--- src/verilog/sync_rx_regs.vh ---
// register offsets, field positions, commands and reset values of the synchronous receiver
// assumes it is included by bare name from files compiled with `default_nettype none
`ifndef SYNC_RX_REGS_VH
`define SYNC_RX_REGS_VH

// ----------------------------------------------------------------
// register offsets (4-bit word address)
// ----------------------------------------------------------------
`define OFS_CMD        4'h0
`define OFS_IRQ_CFG    4'h1
`define OFS_VECTOR     4'h2
`define OFS_RX_SETUP   4'h3
`define OFS_SYNC_CHAR  4'h6
`define OFS_DATA       4'h8
`define OFS_STATUS     4'h9
`define OFS_COND       4'ha
`define OFS_VEC_RD     4'hb

// ----------------------------------------------------------------
// receiver_setup_register bits
// ----------------------------------------------------------------
`define SU_RX_EN       0
`define SU_PAR_EN      1
`define SU_PAR_ODD     2
`define SU_CRC_EN      3
`define SU_HUNT        4
`define SU_AUTO        5
`define SU_SYNC_INH    6

// ----------------------------------------------------------------
// interrupt configuration bits and receive interrupt modes
// ----------------------------------------------------------------
`define IC_EXT_EN      0
`define IC_SAV         2
`define IC_MODE_LO     3
`define IC_MODE_HI     4
`define MODE_NONE      2'h0
`define MODE_FIRST     2'h1
`define MODE_EVERY_PAR 2'h2
`define MODE_EVERY_NOP 2'h3

// ----------------------------------------------------------------
// commands (low three bits of a write to the command register)
// ----------------------------------------------------------------
`define CMD_EXT_RST    3'h2
`define CMD_INT_NEXT   3'h4
`define CMD_CRC_RST    3'h5
`define CMD_ERR_RST    3'h6
`define CMD_RX_ACK     3'h7

// ----------------------------------------------------------------
// status bits, condition status bits, vector codes
// ----------------------------------------------------------------
`define ST_AVAIL       0
`define ST_INT         1
`define ST_DCD         3
`define ST_HUNT        4
`define COND_PAR       4
`define COND_OVR       5
`define COND_CRC       6
`define VEC_EXT        3'h5
`define VEC_RX         3'h4
`define VEC_SPEC       3'h7

// ----------------------------------------------------------------
// reset values, crc and timing constants
// ----------------------------------------------------------------
`define SETUP_RST      8'h00
`define IRQ_RST        8'h00
`define VEC_RST        8'h00
`define SYNC_RST       8'h16
`define CRC_POLY       16'h8005
`define CRC_INIT       16'h0000
`define CRC_SHIFT_BITS 4'h8

`endif

--- src/verilog/sync_receive_irq_crc.v ---
// synchronous-mode character receiver with receive interrupt modes and crc check
// assumes receive clock, data and carrier detect come from outside mclk's domain
//
// The register offsets and the strobed register port were chosen for this implementation.
`include "sync_rx_regs.vh"
`default_nettype none

// Function
// - after sync is found each assembled character goes into the receive fifo, except inhibited leading syncs and characters arriving while it is full
// - receive interrupt mode none raises no receive interrupt at all
// - first-character mode interrupts on the first character, then only on specials
// - the enable-on-next-character command re-arms first-character mode
// - first-character mode: parity no interrupt, overrun does
// - with external interrupts enabled a carrier detect change interrupts
// - every-character mode interrupts for each character entering the buffer
// - status-modifies-vector gives a distinct vector for special conditions
// - an option keeps parity errors out of the special vector
// - special interrupts only in first-character or every-character mode
// - receive overrun raises the special receive condition interrupt
// - overrun and parity flags are sticky until the error reset command
// - crc on a character starts eight bit times after its transfer
// - crc disabled at next transfer excludes the buffered character
// - crc error bit holds the checker result sixteen bit times after transfer
// - zero result means no error, valid only after calculation ends
// - comparison refreshed each transfer, valid while character sits in fifo
// - at a load the crc bit covers the character two positions earlier
// - auto-enable accepts data only while carrier detect is active
module sync_receive_irq_crc #(
    parameter DATA_BITS  = 8,
    parameter FIFO_DEPTH = 3
) (
    // clock and reset
    input  wire       mclk,
    input  wire       rstn,
    // register port
    input  wire [3:0] addr,
    input  wire [7:0] wdata,
    input  wire       wr,
    input  wire       rd,
    output reg  [7:0] rdata,
    // serial line
    input  wire       receive_clock_pin,
    input  wire       rx_data,
    input  wire       carrier_detect_input,
    // host side
    output reg        int_req,
    output reg        rx_avail
);
    // ----------------------------------------------------------------
    // synchronisers and bit strobe
    // ----------------------------------------------------------------
    reg rxc_s1_r;
    reg rxc_s2_r;
    reg rxc_s3_r;
    reg rxd_s1_r;
    reg rxd_s2_r;
    reg dcd_s1_r;
    reg dcd_s2_r;
    reg dcd_s3_r;

    // two flops on every pin, a third stage for edge finding
    always @(posedge mclk) begin
        if (!rstn) begin
            rxc_s1_r <= 1'b0;
            rxc_s2_r <= 1'b0;
            rxc_s3_r <= 1'b0;
            rxd_s1_r <= 1'b0;
            rxd_s2_r <= 1'b0;
            dcd_s1_r <= 1'b0;
            dcd_s2_r <= 1'b0;
            dcd_s3_r <= 1'b0;
        end else begin
            rxc_s1_r <= receive_clock_pin;
            rxc_s2_r <= rxc_s1_r;
            rxc_s3_r <= rxc_s2_r;
            rxd_s1_r <= rx_data;
            rxd_s2_r <= rxd_s1_r;
            dcd_s1_r <= carrier_detect_input;
            dcd_s2_r <= dcd_s1_r;
            dcd_s3_r <= dcd_s2_r;
        end
    end

    wire bit_stb    = rxc_s2_r & ~rxc_s3_r;   // rising receive clock edge
    wire dcd_change = dcd_s2_r ^ dcd_s3_r;

    // ----------------------------------------------------------------
    // software registers and command decode
    // ----------------------------------------------------------------
    reg [7:0] setup_r;
    reg [7:0] irqcfg_r;
    reg [7:0] vec_r;
    reg [7:0] sync_r;

    wire       cmd_wr   = wr && (addr == `OFS_CMD);
    wire       cmd_err  = cmd_wr && (wdata[2:0] == `CMD_ERR_RST);
    wire       cmd_next = cmd_wr && (wdata[2:0] == `CMD_INT_NEXT);
    wire       cmd_ext  = cmd_wr && (wdata[2:0] == `CMD_EXT_RST);
    wire       cmd_crc  = cmd_wr && (wdata[2:0] == `CMD_CRC_RST);
    wire       cmd_ack  = cmd_wr && (wdata[2:0] == `CMD_RX_ACK);
    wire       hunt_wr  = wr && (addr == `OFS_RX_SETUP) && wdata[`SU_HUNT];
    wire [1:0] mode     = irqcfg_r[`IC_MODE_HI:`IC_MODE_LO];

    // configuration registers
    always @(posedge mclk) begin
        if (!rstn) begin
            setup_r  <= `SETUP_RST;
            irqcfg_r <= `IRQ_RST;
            vec_r    <= `VEC_RST;
            sync_r   <= `SYNC_RST;
        end else if (wr) begin
            case (addr)
                `OFS_RX_SETUP:  setup_r  <= wdata;
                `OFS_IRQ_CFG:   irqcfg_r <= wdata;
                `OFS_VECTOR:    vec_r    <= wdata;
                `OFS_SYNC_CHAR: sync_r   <= wdata;
                default:        ;
            endcase
        end
    end

    // ----------------------------------------------------------------
    // hunt and character assembly
    // ----------------------------------------------------------------
    reg        hunt_r;
    reg        lead_r;
    reg [7:0]  shift_r;
    reg [3:0]  bit_cnt_r;
    reg [7:0]  hold_r;
    reg        hold_v_r;
    reg [7:0]  crc_src_r;
    reg [3:0]  crc_cnt_r;

    wire       rx_active = setup_r[`SU_RX_EN] & (~setup_r[`SU_AUTO] | dcd_s2_r);
    wire       par_en    = setup_r[`SU_PAR_EN];
    wire [7:0] data_nxt  = {rxd_s2_r, shift_r[7:1]};
    wire [3:0] last_bit  = par_en ? DATA_BITS[3:0] : DATA_BITS[3:0] - 4'h1;
    wire       frame_end = bit_stb && rx_active && !hunt_r && (bit_cnt_r == last_bit);
    wire [7:0] char_val  = par_en ? shift_r : data_nxt;
    wire       par_err   = par_en & (^shift_r ^ rxd_s2_r ^ setup_r[`SU_PAR_ODD]);
    wire       is_lead   = lead_r && setup_r[`SU_SYNC_INH] && (char_val == sync_r);
    wire       xfer_try  = frame_end && !is_lead;

    wire       fifo_full;
    wire       fifo_empty;
    wire [9:0] fifo_head;
    wire       crc_nz;
    wire       ovr_evt   = xfer_try && fifo_full;
    wire       xfer_ok   = xfer_try && !fifo_full;
    wire       rd_data   = rd && (addr == `OFS_DATA) && !fifo_empty;

    // serial assembly, hunt for the sync character, leading-sync zone
    always @(posedge mclk) begin
        if (!rstn) begin
            hunt_r    <= 1'b1;
            lead_r    <= 1'b0;
            shift_r   <= 8'h00;
            bit_cnt_r <= 4'h0;
        end else if (hunt_wr) begin
            hunt_r    <= 1'b1;
            bit_cnt_r <= 4'h0;
        end else if (bit_stb && rx_active) begin
            if (hunt_r) begin
                shift_r <= data_nxt;
                if (data_nxt == sync_r) begin
                    hunt_r    <= 1'b0;
                    lead_r    <= 1'b1;
                    bit_cnt_r <= 4'h0;
                end
            end else begin
                if (bit_cnt_r < DATA_BITS[3:0])
                    shift_r <= data_nxt;
                if (frame_end) begin
                    bit_cnt_r <= 4'h0;
                    if (!is_lead)
                        lead_r <= 1'b0;
                end else begin
                    bit_cnt_r <= bit_cnt_r + 4'h1;
                end
            end
        end
    end

    // ----------------------------------------------------------------
    // crc pipeline: hold one character, shift it during the next one
    // ----------------------------------------------------------------
    always @(posedge mclk) begin
        if (!rstn || cmd_crc) begin
            hold_r    <= 8'h00;
            hold_v_r  <= 1'b0;
            crc_src_r <= 8'h00;
            crc_cnt_r <= 4'h0;
        end else if (xfer_ok) begin
            hold_r   <= char_val;
            hold_v_r <= 1'b1;
            if (hold_v_r) begin
                // enable is sampled at the next transfer
                crc_src_r <= hold_r;
                crc_cnt_r <= setup_r[`SU_CRC_EN] ? `CRC_SHIFT_BITS : 4'h0;
            end
        end else if (bit_stb && crc_cnt_r != 4'h0) begin
            crc_src_r <= {1'b0, crc_src_r[7:1]};
            crc_cnt_r <= crc_cnt_r - 4'h1;
        end
    end

    // checker, shifts the held character one bit per receive clock
    crc16_checker u_crc (
        .mclk     (mclk),
        .rstn     (rstn),
        .clear    (cmd_crc),
        .shift_en (bit_stb && crc_cnt_r != 4'h0),
        .bit_in   (crc_src_r[0]),
        .nonzero  (crc_nz)
    );

    // fifo entry: {crc result, parity error, character}
    rx_char_fifo #(
        .WIDTH (10),
        .DEPTH (FIFO_DEPTH)
    ) u_fifo (
        .mclk      (mclk),
        .rstn      (rstn),
        .push      (xfer_ok),
        .push_data ({crc_nz, par_err, char_val}),
        .pop       (rd_data),
        .head      (fifo_head),
        .empty     (fifo_empty),
        .full      (fifo_full)
    );

    // ----------------------------------------------------------------
    // error flags and interrupt sources
    // ----------------------------------------------------------------
    reg par_stk_r;
    reg ovr_stk_r;
    reg armed_r;
    reg rx_pend_r;
    reg spec_pend_r;
    reg ext_pend_r;

    wire rx_mode   = (mode != `MODE_NONE);
    wire every     = (mode == `MODE_EVERY_PAR) || (mode == `MODE_EVERY_NOP);
    wire par_spec  = (mode == `MODE_EVERY_PAR) && xfer_ok && par_err;
    wire spec_evt  = rx_mode && (ovr_evt || par_spec);
    wire first_evt = (mode == `MODE_FIRST) && armed_r && xfer_ok;
    wire rx_evt    = (every && xfer_ok) || first_evt;
    wire ext_evt   = irqcfg_r[`IC_EXT_EN] && dcd_change;

    // sticky error flags, a new error wins over the reset command
    always @(posedge mclk) begin
        if (!rstn) begin
            par_stk_r <= 1'b0;
            ovr_stk_r <= 1'b0;
        end else begin
            par_stk_r <= (xfer_ok && par_err) || (par_stk_r && !cmd_err);
            ovr_stk_r <= ovr_evt || (ovr_stk_r && !cmd_err);
        end
    end

    // pending bits, each set wins over its clear
    always @(posedge mclk) begin
        if (!rstn) begin
            armed_r     <= 1'b1;
            rx_pend_r   <= 1'b0;
            spec_pend_r <= 1'b0;
            ext_pend_r  <= 1'b0;
        end else begin
            if (cmd_next)
                armed_r <= 1'b1;
            else if (first_evt)
                armed_r <= 1'b0;
            rx_pend_r   <= rx_evt || (rx_pend_r && !cmd_ack && !rd_data);
            spec_pend_r <= spec_evt || (spec_pend_r && !cmd_err);
            ext_pend_r  <= ext_evt || (ext_pend_r && !cmd_ext);
        end
    end

    // vector code, special condition outranks receive and external
    wire [2:0] vcode = spec_pend_r ? `VEC_SPEC :
                       rx_pend_r   ? `VEC_RX   :
                       ext_pend_r  ? `VEC_EXT  : vec_r[3:1];
    wire [7:0] vec_out = irqcfg_r[`IC_SAV] ? {vec_r[7:4], vcode, vec_r[0]} : vec_r;

    // ----------------------------------------------------------------
    // read data and registered outputs
    // ----------------------------------------------------------------
    reg [7:0] rd_mux;
    reg [7:0] cond;
    reg [7:0] stat;

    // condition and status words
    always @* begin
        cond               = 8'h00;
        cond[`COND_PAR]    = par_stk_r | (!fifo_empty & fifo_head[8]);
        cond[`COND_OVR]    = ovr_stk_r;
        cond[`COND_CRC]    = !fifo_empty & fifo_head[9];
        stat               = 8'h00;
        stat[`ST_AVAIL]    = !fifo_empty;
        stat[`ST_INT]      = int_req;
        stat[`ST_DCD]      = dcd_s2_r;
        stat[`ST_HUNT]     = hunt_r;
    end

    // read multiplexer, unmapped addresses read zero
    always @* begin
        case (addr)
            `OFS_IRQ_CFG:   rd_mux = irqcfg_r;
            `OFS_VECTOR:    rd_mux = vec_r;
            `OFS_RX_SETUP:  rd_mux = setup_r;
            `OFS_SYNC_CHAR: rd_mux = sync_r;
            `OFS_DATA:      rd_mux = fifo_head[7:0];
            `OFS_STATUS:    rd_mux = stat;
            `OFS_COND:      rd_mux = cond;
            `OFS_VEC_RD:    rd_mux = vec_out;
            default:        rd_mux = 8'h00;
        endcase
    end

    // output flops
    always @(posedge mclk) begin
        if (!rstn) begin
            rdata    <= 8'h00;
            int_req  <= 1'b0;
            rx_avail <= 1'b0;
        end else begin
            rdata    <= rd ? rd_mux : 8'h00;
            int_req  <= rx_pend_r | spec_pend_r | ext_pend_r;
            rx_avail <= !fifo_empty && !rd_data;
        end
    end
endmodule
`default_nettype wire

--- src/verilog/rx_char_fifo.v ---
// receive character fifo held in flip-flops, head always visible
// assumes push is never given while full and pop never while empty
`include "sync_rx_regs.vh"
`default_nettype none

module rx_char_fifo #(
    parameter WIDTH = 10,
    parameter DEPTH = 3
) (
    // clock and reset
    input  wire             mclk,
    input  wire             rstn,
    // write side
    input  wire             push,
    input  wire [WIDTH-1:0] push_data,
    // read side
    input  wire             pop,
    output wire [WIDTH-1:0] head,
    output wire             empty,
    output wire             full
);
    reg [WIDTH-1:0] mem_r [0:DEPTH-1];
    reg [1:0]       wr_r;
    reg [1:0]       rd_r;
    reg [1:0]       cnt_r;

    // pointer wrap used by both pointers
    function [1:0] wrap_inc;
        input [1:0] p;
        begin
            wrap_inc = (p == DEPTH - 1) ? 2'h0 : p + 2'h1;
        end
    endfunction

    assign head  = mem_r[rd_r];
    assign empty = (cnt_r == 2'h0);
    assign full  = (cnt_r == DEPTH);

    // storage and pointers
    always @(posedge mclk) begin
        if (!rstn) begin
            wr_r  <= 2'h0;
            rd_r  <= 2'h0;
            cnt_r <= 2'h0;
        end else begin
            if (push) begin
                mem_r[wr_r] <= push_data;
                wr_r        <= wrap_inc(wr_r);
            end
            if (pop)
                rd_r <= wrap_inc(rd_r);
            if (push && !pop)
                cnt_r <= cnt_r + 2'h1;
            else if (pop && !push)
                cnt_r <= cnt_r - 2'h1;
        end
    end
endmodule
`default_nettype wire

--- src/verilog/crc16_checker.v ---
// serial crc-16 checker, one bit per shift enable
// assumes the whole message and its two crc characters are shifted in
`include "sync_rx_regs.vh"
`default_nettype none

module crc16_checker (
    // clock and reset
    input  wire mclk,
    input  wire rstn,
    // control
    input  wire clear,
    input  wire shift_en,
    input  wire bit_in,
    // result
    output wire nonzero
);
    reg  [15:0] crc_r;
    wire        fb      = bit_in ^ crc_r[15];
    wire [15:0] crc_nxt = {crc_r[14:0], 1'b0} ^ (fb ? `CRC_POLY : 16'h0000);

    // a shift in this cycle is already counted, so a capture sees the final bit
    assign nonzero = shift_en ? |crc_nxt : |crc_r;

    // remainder register
    always @(posedge mclk) begin
        if (!rstn || clear)
            crc_r <= `CRC_INIT;
        else if (shift_en)
            crc_r <= crc_nxt;
    end
endmodule
`default_nettype wire

--- config.mk ---
export PLATFORM = sky130hd
export DESIGN_NAME = sync_receive_irq_crc
export DESIGN_NICKNAME = d
export VERILOG_FILES = /design/src/verilog/sync_receive_irq_crc.v /design/src/verilog/rx_char_fifo.v /design/src/verilog/crc16_checker.v
export VERILOG_INCLUDE_DIRS = /design/src /design/src/verilog
export SDC_FILE = /design/constraint.sdc
export NUM_CORES = 1
export LEC_CHECK = 0
export BUFFER_PORTS_ARGS = -buffer_cell sky130_fd_sc_hd__buf_2
export CORE_MARGIN = 3
export CORE_UTILIZATION = 40
export CTS_CLUSTER_DIAMETER = 60
export DETAILED_ROUTE_END_ITERATION = 8
export GPL_ROUTABILITY_DRIVEN = 0
export PLACE_DENSITY_LB_ADDON = 0.25
export SLEW_MARGIN = 20
export SYNTH_ARGS = -nofsm -noshare
export SYNTH_HDL_FRONTEND = slang
export SYNTH_HIERARCHICAL = 1
export SYNTH_SLANG_ARGS = --single-unit
--- constraint.sdc ---
create_clock -name mclk -period 8.5 [get_ports mclk]
set_clock_uncertainty 0.05 [all_clocks]
set_input_delay 0.425 -clock mclk [delete_from_list [all_inputs] [get_ports mclk]]
set_output_delay 0.425 -clock mclk [all_outputs]
set_load 0.01 [all_outputs]
==> results_dict.tcl, run 1 <==
set metrics [dict create \
    status "finished, final reports clean" \
    grt_pass1_wl_um 26470 \
    fin_crit_sh 0.3980 \
    grt_max_degree 72 \
    die_area_sq_um 18350 \
    worst_ep_required_time_ns 8.50 \
    r2r-end "u_fifo/mem_r[2][1]" \
    setup_tns_ns 0 \
    cts_setup_buffers 0 \
    yosysWarnings 6 \
    use_met1 0.2591 \
    synth_enable_flop_cells 30 \
    drt_iter0_drc 507 \
    dpl.hpwl_um 11400 \
    synth_nets 707 \
    fin_crit_ns 3.383 \
    synth-main-ff-cell "dfxtp_1" \
    diodes 0 \
    path_max_fanout 21 \
    wire_per_inst_um 17.54 \
    die_width_um 135.4 \
    min_path_type "primary input to flip-flop" \
    fmax_mhz 295.6 \
    cts_inserted_buffers 17 \
    critPathCaptureType "flip-flop" \
    cts.sinks 145 \
    slowest_delay_ns 0.79 \
    critPathLaunchType "flip-flop" \
    cts_max_level 4 \
    drive_gt1_frac 0.1289 \
    synthCells 684 \
    finalInstanceArea_sq_um 7585 \
    root_buffer "clkbuf_16" \
    slew_headroom 0.3519 \
    netlist_area_sq_um 6703 \
    clockBufferDepth 2 \
    post_cts_resized 0 \
    holdPathEnd "rxc_s1_r" \
    timing.hold.ws_ns 0.1595 \
    ys_types 72 \
    overflow 0 \
    grt_pass1_vias 4902 \
    crit_type "flip-flop to flip-flop" \
    rsz0062_at_grt "false" \
    hold_viol_final 0 \
    antenna_found_initial 0 \
    grtUsageMet2 0.2807 \
    min_path_cells 2 \
    worstRegToRegCells 7 \
    postPlaceCellArea_sq_um 6955 \
    io_buffers 28 \
    p_leak_nw 2.617 \
    hp-start "receive_clock_pin" \
    synth_seq_cells 145 \
    total_power_mw 1.523 \
    use_met3 0.03975 \
    hold_buffers 0 \
    io_pins 29 \
    cellPowerDensity_nw_per_um2 200.8 \
    coreArea_sq_um 16120 \
    reg2reg_setup_slack_ns 5.12 \
    drtAntennaViolNets 0 \
    worstMarginPinSlew_ns 0.9711 \
    area_growth_pct 13.16 \
    syn_area_per_cell_sq_um 9.799 \
    crit_slowest_cell "dfxtp_1" \
    cts.clk_slew.worst_paths_ns 0.06 \
    async_flop_share 0 \
    start_util 0.4159 \
    crit_arrival_ns 3.38 \
    worstPathCellList "mux2i_1, xnor2_1, nor4_2, a311oi_4, buf_4, nand2_1, nor3b_2" \
    top_usage_layer "met2" \
    nets 716 \
    dieHeight_um 135.4 \
    r2r_start "setup_r[1]" \
    fillCellCount 1491 \
    ir_drop_uv 137.5 \
    clk-insertion-delay-late_ns 0.42 \
    finalMaxSlewViolations 0 \
    wl_um 16170 \
    via_count 5102 \
    crit_family "simple AND/OR/NAND/NOR gates" \
    cts_tree "yes" \
    post-route-drc-count 0 \
    setup_viol 0 \
    drtPass1Iterations 6 \
    num_rows 46 \
    routed_via_density 5.534 \
    grt_usage 0.1846 \
    maxCapViolCount 0 \
    cp_num_buf_inv 1 \
    seq_area_frac_synth 0.4779 \
]
cells in the final DEF, fill, tap and decap left out, types with 19 or more instances in the layout:
cell / Yosys / routed
a21boi_0: 31 / 31
o21ai_0: 20 / 20
dfxtp_1: 115 / 115
nand3_1: 33 / 33
inv_1: 19 / 19
nand2_1: 76 / 76
mux2i_1: 39 / 39
xnor2_1: 27 / 27
edfxtp_1: 30 / 30
buf_2: 9 / 28
nor2_1: 47 / 47
registers in the layout, summed over array words and instances, names as in the netlist, 2 cells and up, named ones only:
name,flops
bit_cnt_r,4
crc_cnt_r,4
crc_src_r,8
hold_r,8
irqcfg_r,8
rdata,8
setup_r,8
shift_r,8
sync_r,8
u_crc/crc_r,16
u_fifo/cnt_r,2
u_fifo/mem_r,30
u_fifo/rd_r,2
u_fifo/wr_r,2
vec_r,8
per-stage QoR:
step	util	setup WS (ns)	cells
after detailed placement	0.4316	5.162	890
final	0.4707	5.117	922
after CTS	0.4697	5.151	922
after global placement	0.4313	4.894	890
after global routing	0.4707	4.905	922
after floorplan	-	5.377	684
synth_stat cells (all sizes together) (7+ instances only):
master / count / area [sq um]
buf: 17 / 112.6
o21ai: 22 / 110.1
edfxtp: 30 / 900.9
nor2b: 18 / 112.6
and2: 14 / 88.84
nand3: 33 / 165.2
xnor2: 27 / 236.5
a21boi: 32 / 240.2
or3: 8 / 50.05
a21oi: 14 / 70.07
clkbuf: 27 / 101.4
a211oi: 10 / 75.07
nand2: 76 / 285.3
nor2: 48 / 182.7
nand3b: 9 / 67.56
inv: 19 / 71.32
mux2i: 44 / 459.2
dfxtp: 115 / 2302
o2111a: 7 / 78.83
o211ai: 8 / 60.06
report_power, final:
group,switching (mW),leakage (nW),internal [mW]
Combinational,0.0346,1.12,0.0169
Clock,0.286,0.301,0.479
Sequential,0.00396,1.20,0.703
layout make-up:
cell class	count	area, sq um	share of cell area
clock buffer	20	456.7	0.06021
clock inverter	12	157.7	0.02079
inverter	19	71.32	0.009403
multi-input combinational	476	3241	0.4273
sequential	145	3203	0.4223
tap	216	270.3	0.03563
timing repair buffer	34	185.2	0.02441
how the worst max path moves through the flow:
stage,to,slack [ns],start,depth (start not counted)
floorplan,u_fifo/mem_r[1][0],5.38,setup_r[1],8
global placement,u_fifo/mem_r[2][4],4.89,setup_r[1],7
detailed placement,u_fifo/mem_r[2][5],5.16,setup_r[1],7
CTS,u_fifo/mem_r[2][1],5.15,setup_r[1],7
global route,u_fifo/mem_r[2][9],4.91,setup_r[1],7
finish,u_fifo/mem_r[2][1],5.12,setup_r[1],7
metal layers:
layer  vias up  wire length, um
li1       2470                -
met1      2443             7633
met2       162             7279
met3        27              864
met4         0              393
met5         -                0
logic make-up (layout without fill, tap and decap cells):
kind of cell / Yosys count / after routing / synth area share
multiplexers: 49 / 49 / 0.07747
buffers and inverters: 63 / 85 / 0.04256
flip-flops: 145 / 145 / 0.4779
AO/OA/AOI/OAI: 140 / 140 / 0.1594
XOR/XNOR: 34 / 34 / 0.04648
adder cells (fa/ha/maj): 4 / 4 / 0.007467
AND/OR/NAND/NOR: 249 / 249 / 0.1887
No activity file was read; power rests on OpenSTA's default activity.
==> inputs of run 2 (changes only) <==
- clock period: 8.5 -> 3.3 ns (I/O delays scaled with it)
==> results_dict.tcl, run 2 (same netlist as run 1, synthesis figures left out) <==
set metrics [dict create \
    status "finished, final reports clean" \
    area_growth_pct 14.08 \
    finalMaxSlewViolations 0 \
    holdPathEnd "setup_r[5]" \
    dpl.cell_count 901 \
    fin_crit_sh 0.9339 \
    power.internal_mw 2.980 \
    combPwrFrac 0.037 \
    fmax_mhz 324.5 \
    r2r-end "u_fifo/cnt_r[1]" \
    reg.largest.list "u_fifo/mem_r: 30 flops, u_crc/crc_r: 16 flops" \
    hp-start "wdata[5]" \
    post-route-drc-count 0 \
    power.share.clock 0.489 \
    worstMarginPinSlew_ns 0.9001 \
    r2r_start "setup_r[1]" \
    die_width_um 135.4 \
    worstPathCellList "mux2i_1, xnor2_1, nor4_2, a311oi_4, ha_1, or3_1, a21boi_1" \
    nets 731 \
    diodes 0 \
    clk-insertion-delay-late_ns 0.42 \
    maxCapViolCount 0 \
    start_util 0.4159 \
    cts_tree "yes" \
    dieHeight_um 135.4 \
    grt_pass1_wl_um 27280 \
    reg2reg_setup_slack_ns 0.22 \
    crit_type "flip-flop to flip-flop" \
    crit_slowest_cell "dfxtp_1" \
    num_rows 46 \
    die_area_sq_um 18350 \
    cts.clk_slew.worst_paths_ns 0.06 \
    largest-register "u_fifo/mem_r" \
    wl_um 16880 \
    p_leak_nw 2.653 \
    dpl.hpwl_um 11900 \
    crit_arrival_ns 3.38 \
    pwr-share-seq 0.474 \
    drive_gt1_frac 0.1359 \
    total_power_mw 3.846 \
    final_common_cell "dfxtp_1" \
    routed_via_density 5.571 \
    coreArea_sq_um 16120 \
    finalNonFillerCells 937 \
    fillCellCount 1555 \
    io_pins 29 \
    cts_max_level 4 \
    cts_inserted_buffers 17 \
    critPathLaunchType "flip-flop" \
    cts.sinks 145 \
    ir_drop_uv 376.3 \
    io_buffers 28 \
    cellPowerDensity_nw_per_um2 502.9 \
    utilization 0.4745 \
    setup_tns_ns 0 \
    largest_reg_flops 30 \
    slowest_delay_ns 0.77 \
    worst_ep_required_time_ns 3.60 \
    p_sw_mw 0.8657 \
    crit_family "simple AND/OR/NAND/NOR gates" \
    cp_num_buf_inv 0 \
    antenna_found_initial 0 \
    grt_pass1_vias 5087 \
    fin_crit_ns 3.082 \
    drt_iter0_drc 479 \
    layout_setup_ws_ns 0.2180 \
    layout_common_cells "dfxtp_1 (115), nand2_1 (76), nor2_1 (47)" \
    clockBufferDepth 2 \
    wire_per_inst_um 18.01 \
    overflow 0 \
    via_count 5220 \
    min_path_type "primary input to flip-flop" \
    grt_max_degree 54 \
    drtPass1Iterations 6 \
    slew_headroom 0.4000 \
    min_path_cells 3 \
    switching_share 0.2251 \
    rsz0062_at_grt "false" \
    root_buffer "clkbuf_16" \
    drtAntennaViolNets 0 \
    grt_usage 0.1898 \
    critPathCaptureType "flip-flop" \
    worstRegToRegCells 7 \
    pre_cts_ws_ns 0.2664 \
    cts_setup_buffers 0 \
    setup_viol 0 \
    hold_viol_final 0 \
    path_max_fanout 13 \
]
-- run 2: cell types whose count changed in the layout (fill, tap and decap cells not counted), moves of 2 or more --
cell / previous run / this run
clkbuf_1: 1 / 3
clkinvlp_4: 1 / 3
clkbuf_8: 2 / 0
buf_4: 6 / 17
dlygate4sd3_1: 0 / 4
-- run 2: how the worst max path moves through the flow --
stage                    start                 end  slack, ns  cells past startpoint
global route        setup_r[1]  u_fifo/mem_r[2][3]       0.01                      8
CTS                 setup_r[1]  u_fifo/mem_r[1][4]       0.26                      8
global placement    setup_r[1]  u_fifo/mem_r[1][8]       0.39                      8
finish              setup_r[1]     u_fifo/cnt_r[1]       0.22                      7
detailed placement  setup_r[1]  u_fifo/mem_r[1][4]       0.27                      8
floorplan           setup_r[1]  u_fifo/mem_r[1][0]       0.18                      8
-- run 2: metal layers --
metal	track usage	up-vias	routed length (um)
li1	-	2498	-
met1	0.2574	2525	7767
met2	0.2948	173	7806
met3	0.05163	24	1014
met4	0.06327	0	288
met5	0	-	0
-- run 2: what timing repair did --
item / 4_1_cts / 5_1_grt
hold buffers: 4 / 0
endpoints found under the hold margin: 5 / 0
resized for setup: 0 / 0
-- run 2: metrics by stage --
| step | hold WS, ns | instance area (sq um) |
|---|---|---|
| 2_1_floorplan | 0.2367 | 6703 |
| 3_3_place_gp | 0.3239 | 7033 |
| 3_5_place_dp | 0.3263 | 7033 |
| 4_1_cts | 0.0004279 | 7646 |
| 5_1_grt | 0.02840 | 7646 |
| 6_report | 0.01372 | 7646 |
-- run 2: power by group through the flow --
stage / clock network, mW / logic, mW / registers, mW
5_1_grt: 1.99 / 0.154 / 1.82
6_report: 1.88 / 0.143 / 1.82
4_1_cts: 1.90 / 0.140 / 1.82
2_1_floorplan: 0 / 0.0843 / 1.86
3_5_place_dp: 0 / 0.136 / 1.86
3_3_place_gp: 0 / 0.135 / 1.86
-- run 2: worst register-to-register path: cells and delay by family, from the launching register on --
family / cells / cell delay (ns)
multiplexers: 1 / 0.44
AO/OA/AOI/OAI: 2 / 0.33
AND/OR/NAND/NOR: 2 / 0.90
flip-flops: 1 / 0.77
XOR/XNOR: 1 / 0.17
adder cells (fa/ha/maj): 1 / 0.36
-- run 2: layout make-up --
type,instances,area [sq um],area share
Clock buffer,20,436.7,0.05711
Sequential cell,145,3203,0.4189
Tap cell,216,270.3,0.03535
Timing Repair Buffer,49,307.8,0.04026
Clock inverter,12,136.4,0.01784
Inverter,19,71.32,0.009327
Multi-Input combinational cell,476,3221,0.4212
==> inputs of run 3 (changes only) <==
- CORE_MARGIN: 3 -> not set
==> results_dict.tcl, run 3 (same netlist as run 1, synthesis figures left out) <==
set metrics [dict create \
    cts.sinks 145 \
    largest-register "u_fifo/mem_r" \
    antenna_found_initial 0 \
    grt_usage 0.2031 \
    fillCellCount 1520 \
    ir_drop_uv 358.4 \
    critPathCaptureType "flip-flop" \
    worst_ep_required_time_ns 3.38 \
    reg2reg_setup_slack_ns 0.43 \
    grt_pass1_wl_um 27360 \
    die_width_um 131.4 \
    nets 733 \
    hp-start "wdata[6]" \
    dpl.hpwl_um 11890 \
    layout_setup_ws_ns 0.4302 \
    overflow 0 \
    min_path_type "primary input to flip-flop" \
    coreArea_sq_um 16120 \
    start_util 0.4159 \
    grt_max_degree 47 \
    io_pins 29 \
    use_met1 0.2709 \
    cts.clk_slew.worst_paths_ns 0.06 \
    p_leak_nw 2.671 \
    min_path_cells 3 \
    crit_start "setup_r[1]" \
    clockBufferDepth 2 \
    cts_inserted_buffers 17 \
    diodes 0 \
    reg.largest.list "u_fifo/mem_r: 30 flops, u_crc/crc_r: 16 flops" \
    die_area_sq_um 17280 \
    crit_type "flip-flop to flip-flop" \
    cts_setup_buffers 0 \
    drt_iter0_drc 463 \
    post-route-drc-count 0 \
    area_growth_pct 14.69 \
    grt_pass1_vias 5074 \
    rsz0062_at_grt "false" \
    path_max_fanout 20 \
    top_usage_layer "met2" \
    hold_viol_final 0 \
    clk-insertion-delay-late_ns 0.43 \
    drtPass1Iterations 6 \
    finalMaxSlewViolations 0 \
    worstRegToRegCells 8 \
    wire_per_inst_um 17.86 \
    postPlaceCellArea_sq_um 7033 \
    crit_slowest_cell "dfxtp_2" \
    io_buffers 28 \
    layout_common_cells "dfxtp_1 (114), nand2_1 (76), nor2_1 (47)" \
    crit_arrival_ns 2.95 \
    root_buffer "clkbuf_16" \
    wl_um 16770 \
    status "finished, final reports clean" \
    maxCapViolCount 0 \
    fmax_mhz 348.5 \
    drtAntennaViolNets 0 \
    pre_cts_ws_ns 0.2448 \
    slowest_delay_ns 0.57 \
    holdPathEnd "setup_r[6]" \
    cts_tree "yes" \
    final_common_cell "dfxtp_1" \
    fin_crit_sh 0.8696 \
    grtUsageMet2 0.3128 \
    via_count 5119 \
    setup_viol 0 \
    routed_via_density 5.452 \
    dieHeight_um 131.4 \
    drive_gt1_frac 0.1355 \
    cellPowerDensity_nw_per_um2 502.6 \
    cts_max_level 4 \
    worstMarginPinSlew_ns 0.9374 \
    use_met3 0.05363 \
    largest_reg_flops 30 \
    critPathLaunchType "flip-flop" \
    fin_crit_ns 2.870 \
    finalInstanceArea_sq_um 7687 \
    worstPathCellList "mux2i_1, xnor2_1, nor2_1, a311oi_4, buf_4, nand2_1, nor3b_1, buf_4" \
    crit_top_cell "buf_4" \
    utilization 0.4770 \
    num_rows 46 \
    setup_tns_ns 0 \
    slew_headroom 0.3751 \
    r2r-end "u_fifo/mem_r[1][9]" \
    r2r_start "setup_r[1]" \
]
==> run 3: final cells by class <==
cell class | count | area, sq um | share of cell area
Clock buffer | 25 | 518.0 | 0.06738
Clock inverter | 7 | 75.07 | 0.009766
Inverter | 19 | 71.32 | 0.009277
Multi-Input combinational cell | 476 | 3221 | 0.4189
Sequential cell | 145 | 3204 | 0.4168
Tap cell | 216 | 270.3 | 0.03516
Timing Repair Buffer | 51 | 327.8 | 0.04264
==> run 3: where the power goes <==
part	internal (mW)	total [mW]	switching [mW]	leakage, nW
registers	1.81	1.82	0.0102	1.20
clock network	1.17	1.90	0.729	0.280
logic	0.0520	0.144	0.0917	1.19
==> run 3: timing repair <==
item	CTS	global route
hold endpoints to repair	9	0
resized for setup	0	1
setup endpoints to repair	0	10
hold buffers	6	0
==> run 3: critical path: cells and delay by family (launching register included) <==
| kind | cells | cell delay (ns) |
|---|---|---|
| DFF | 1 | 0.57 |
| buffers and inverters | 2 | 0.51 |
| and+or+nand+nor | 3 | 0.48 |
| muxes | 1 | 0.44 |
| AOI/OAI and AO/OA | 1 | 0.32 |
| xor gates and xnor gates | 1 | 0.20 |
==> run 3: routing by layer <==
metal	share of wire	vias up
li1	-	2500
met1	0.47	2465
met2	0.46	132
met3	0.054	22
met4	0.018	0
met5	0	-
==> run 3: worst max path at each step <==
stage / endpoint / slack, ns / depth (start not counted)
2_1_floorplan: u_fifo/mem_r[1][0] / 0.18 / 8
3_3_place_gp: u_fifo/mem_r[1][8] / 0.39 / 8
3_5_place_dp: u_fifo/mem_r[1][7] / 0.24 / 8
4_1_cts: u_fifo/mem_r[1][4] / 0.24 / 8
5_1_grt: u_fifo/mem_r[1][4] / 0.24 / 8
6_report: u_fifo/mem_r[1][9] / 0.43 / 8
==> run 3: metrics by stage <==
| step | hold slack [ns] | std cells | power, mW |
|---|---|---|---|
| after CTS | 0.002600 | 939 | 3.896 |
| after global placement | 0.3266 | 901 | 1.994 |
| after detailed placement | 0.3262 | 901 | 1.996 |
| final | 0.02362 | 939 | 3.863 |
| after global routing | 0.02749 | 939 | 3.987 |
| after floorplan | 0.2367 | 684 | 1.941 |
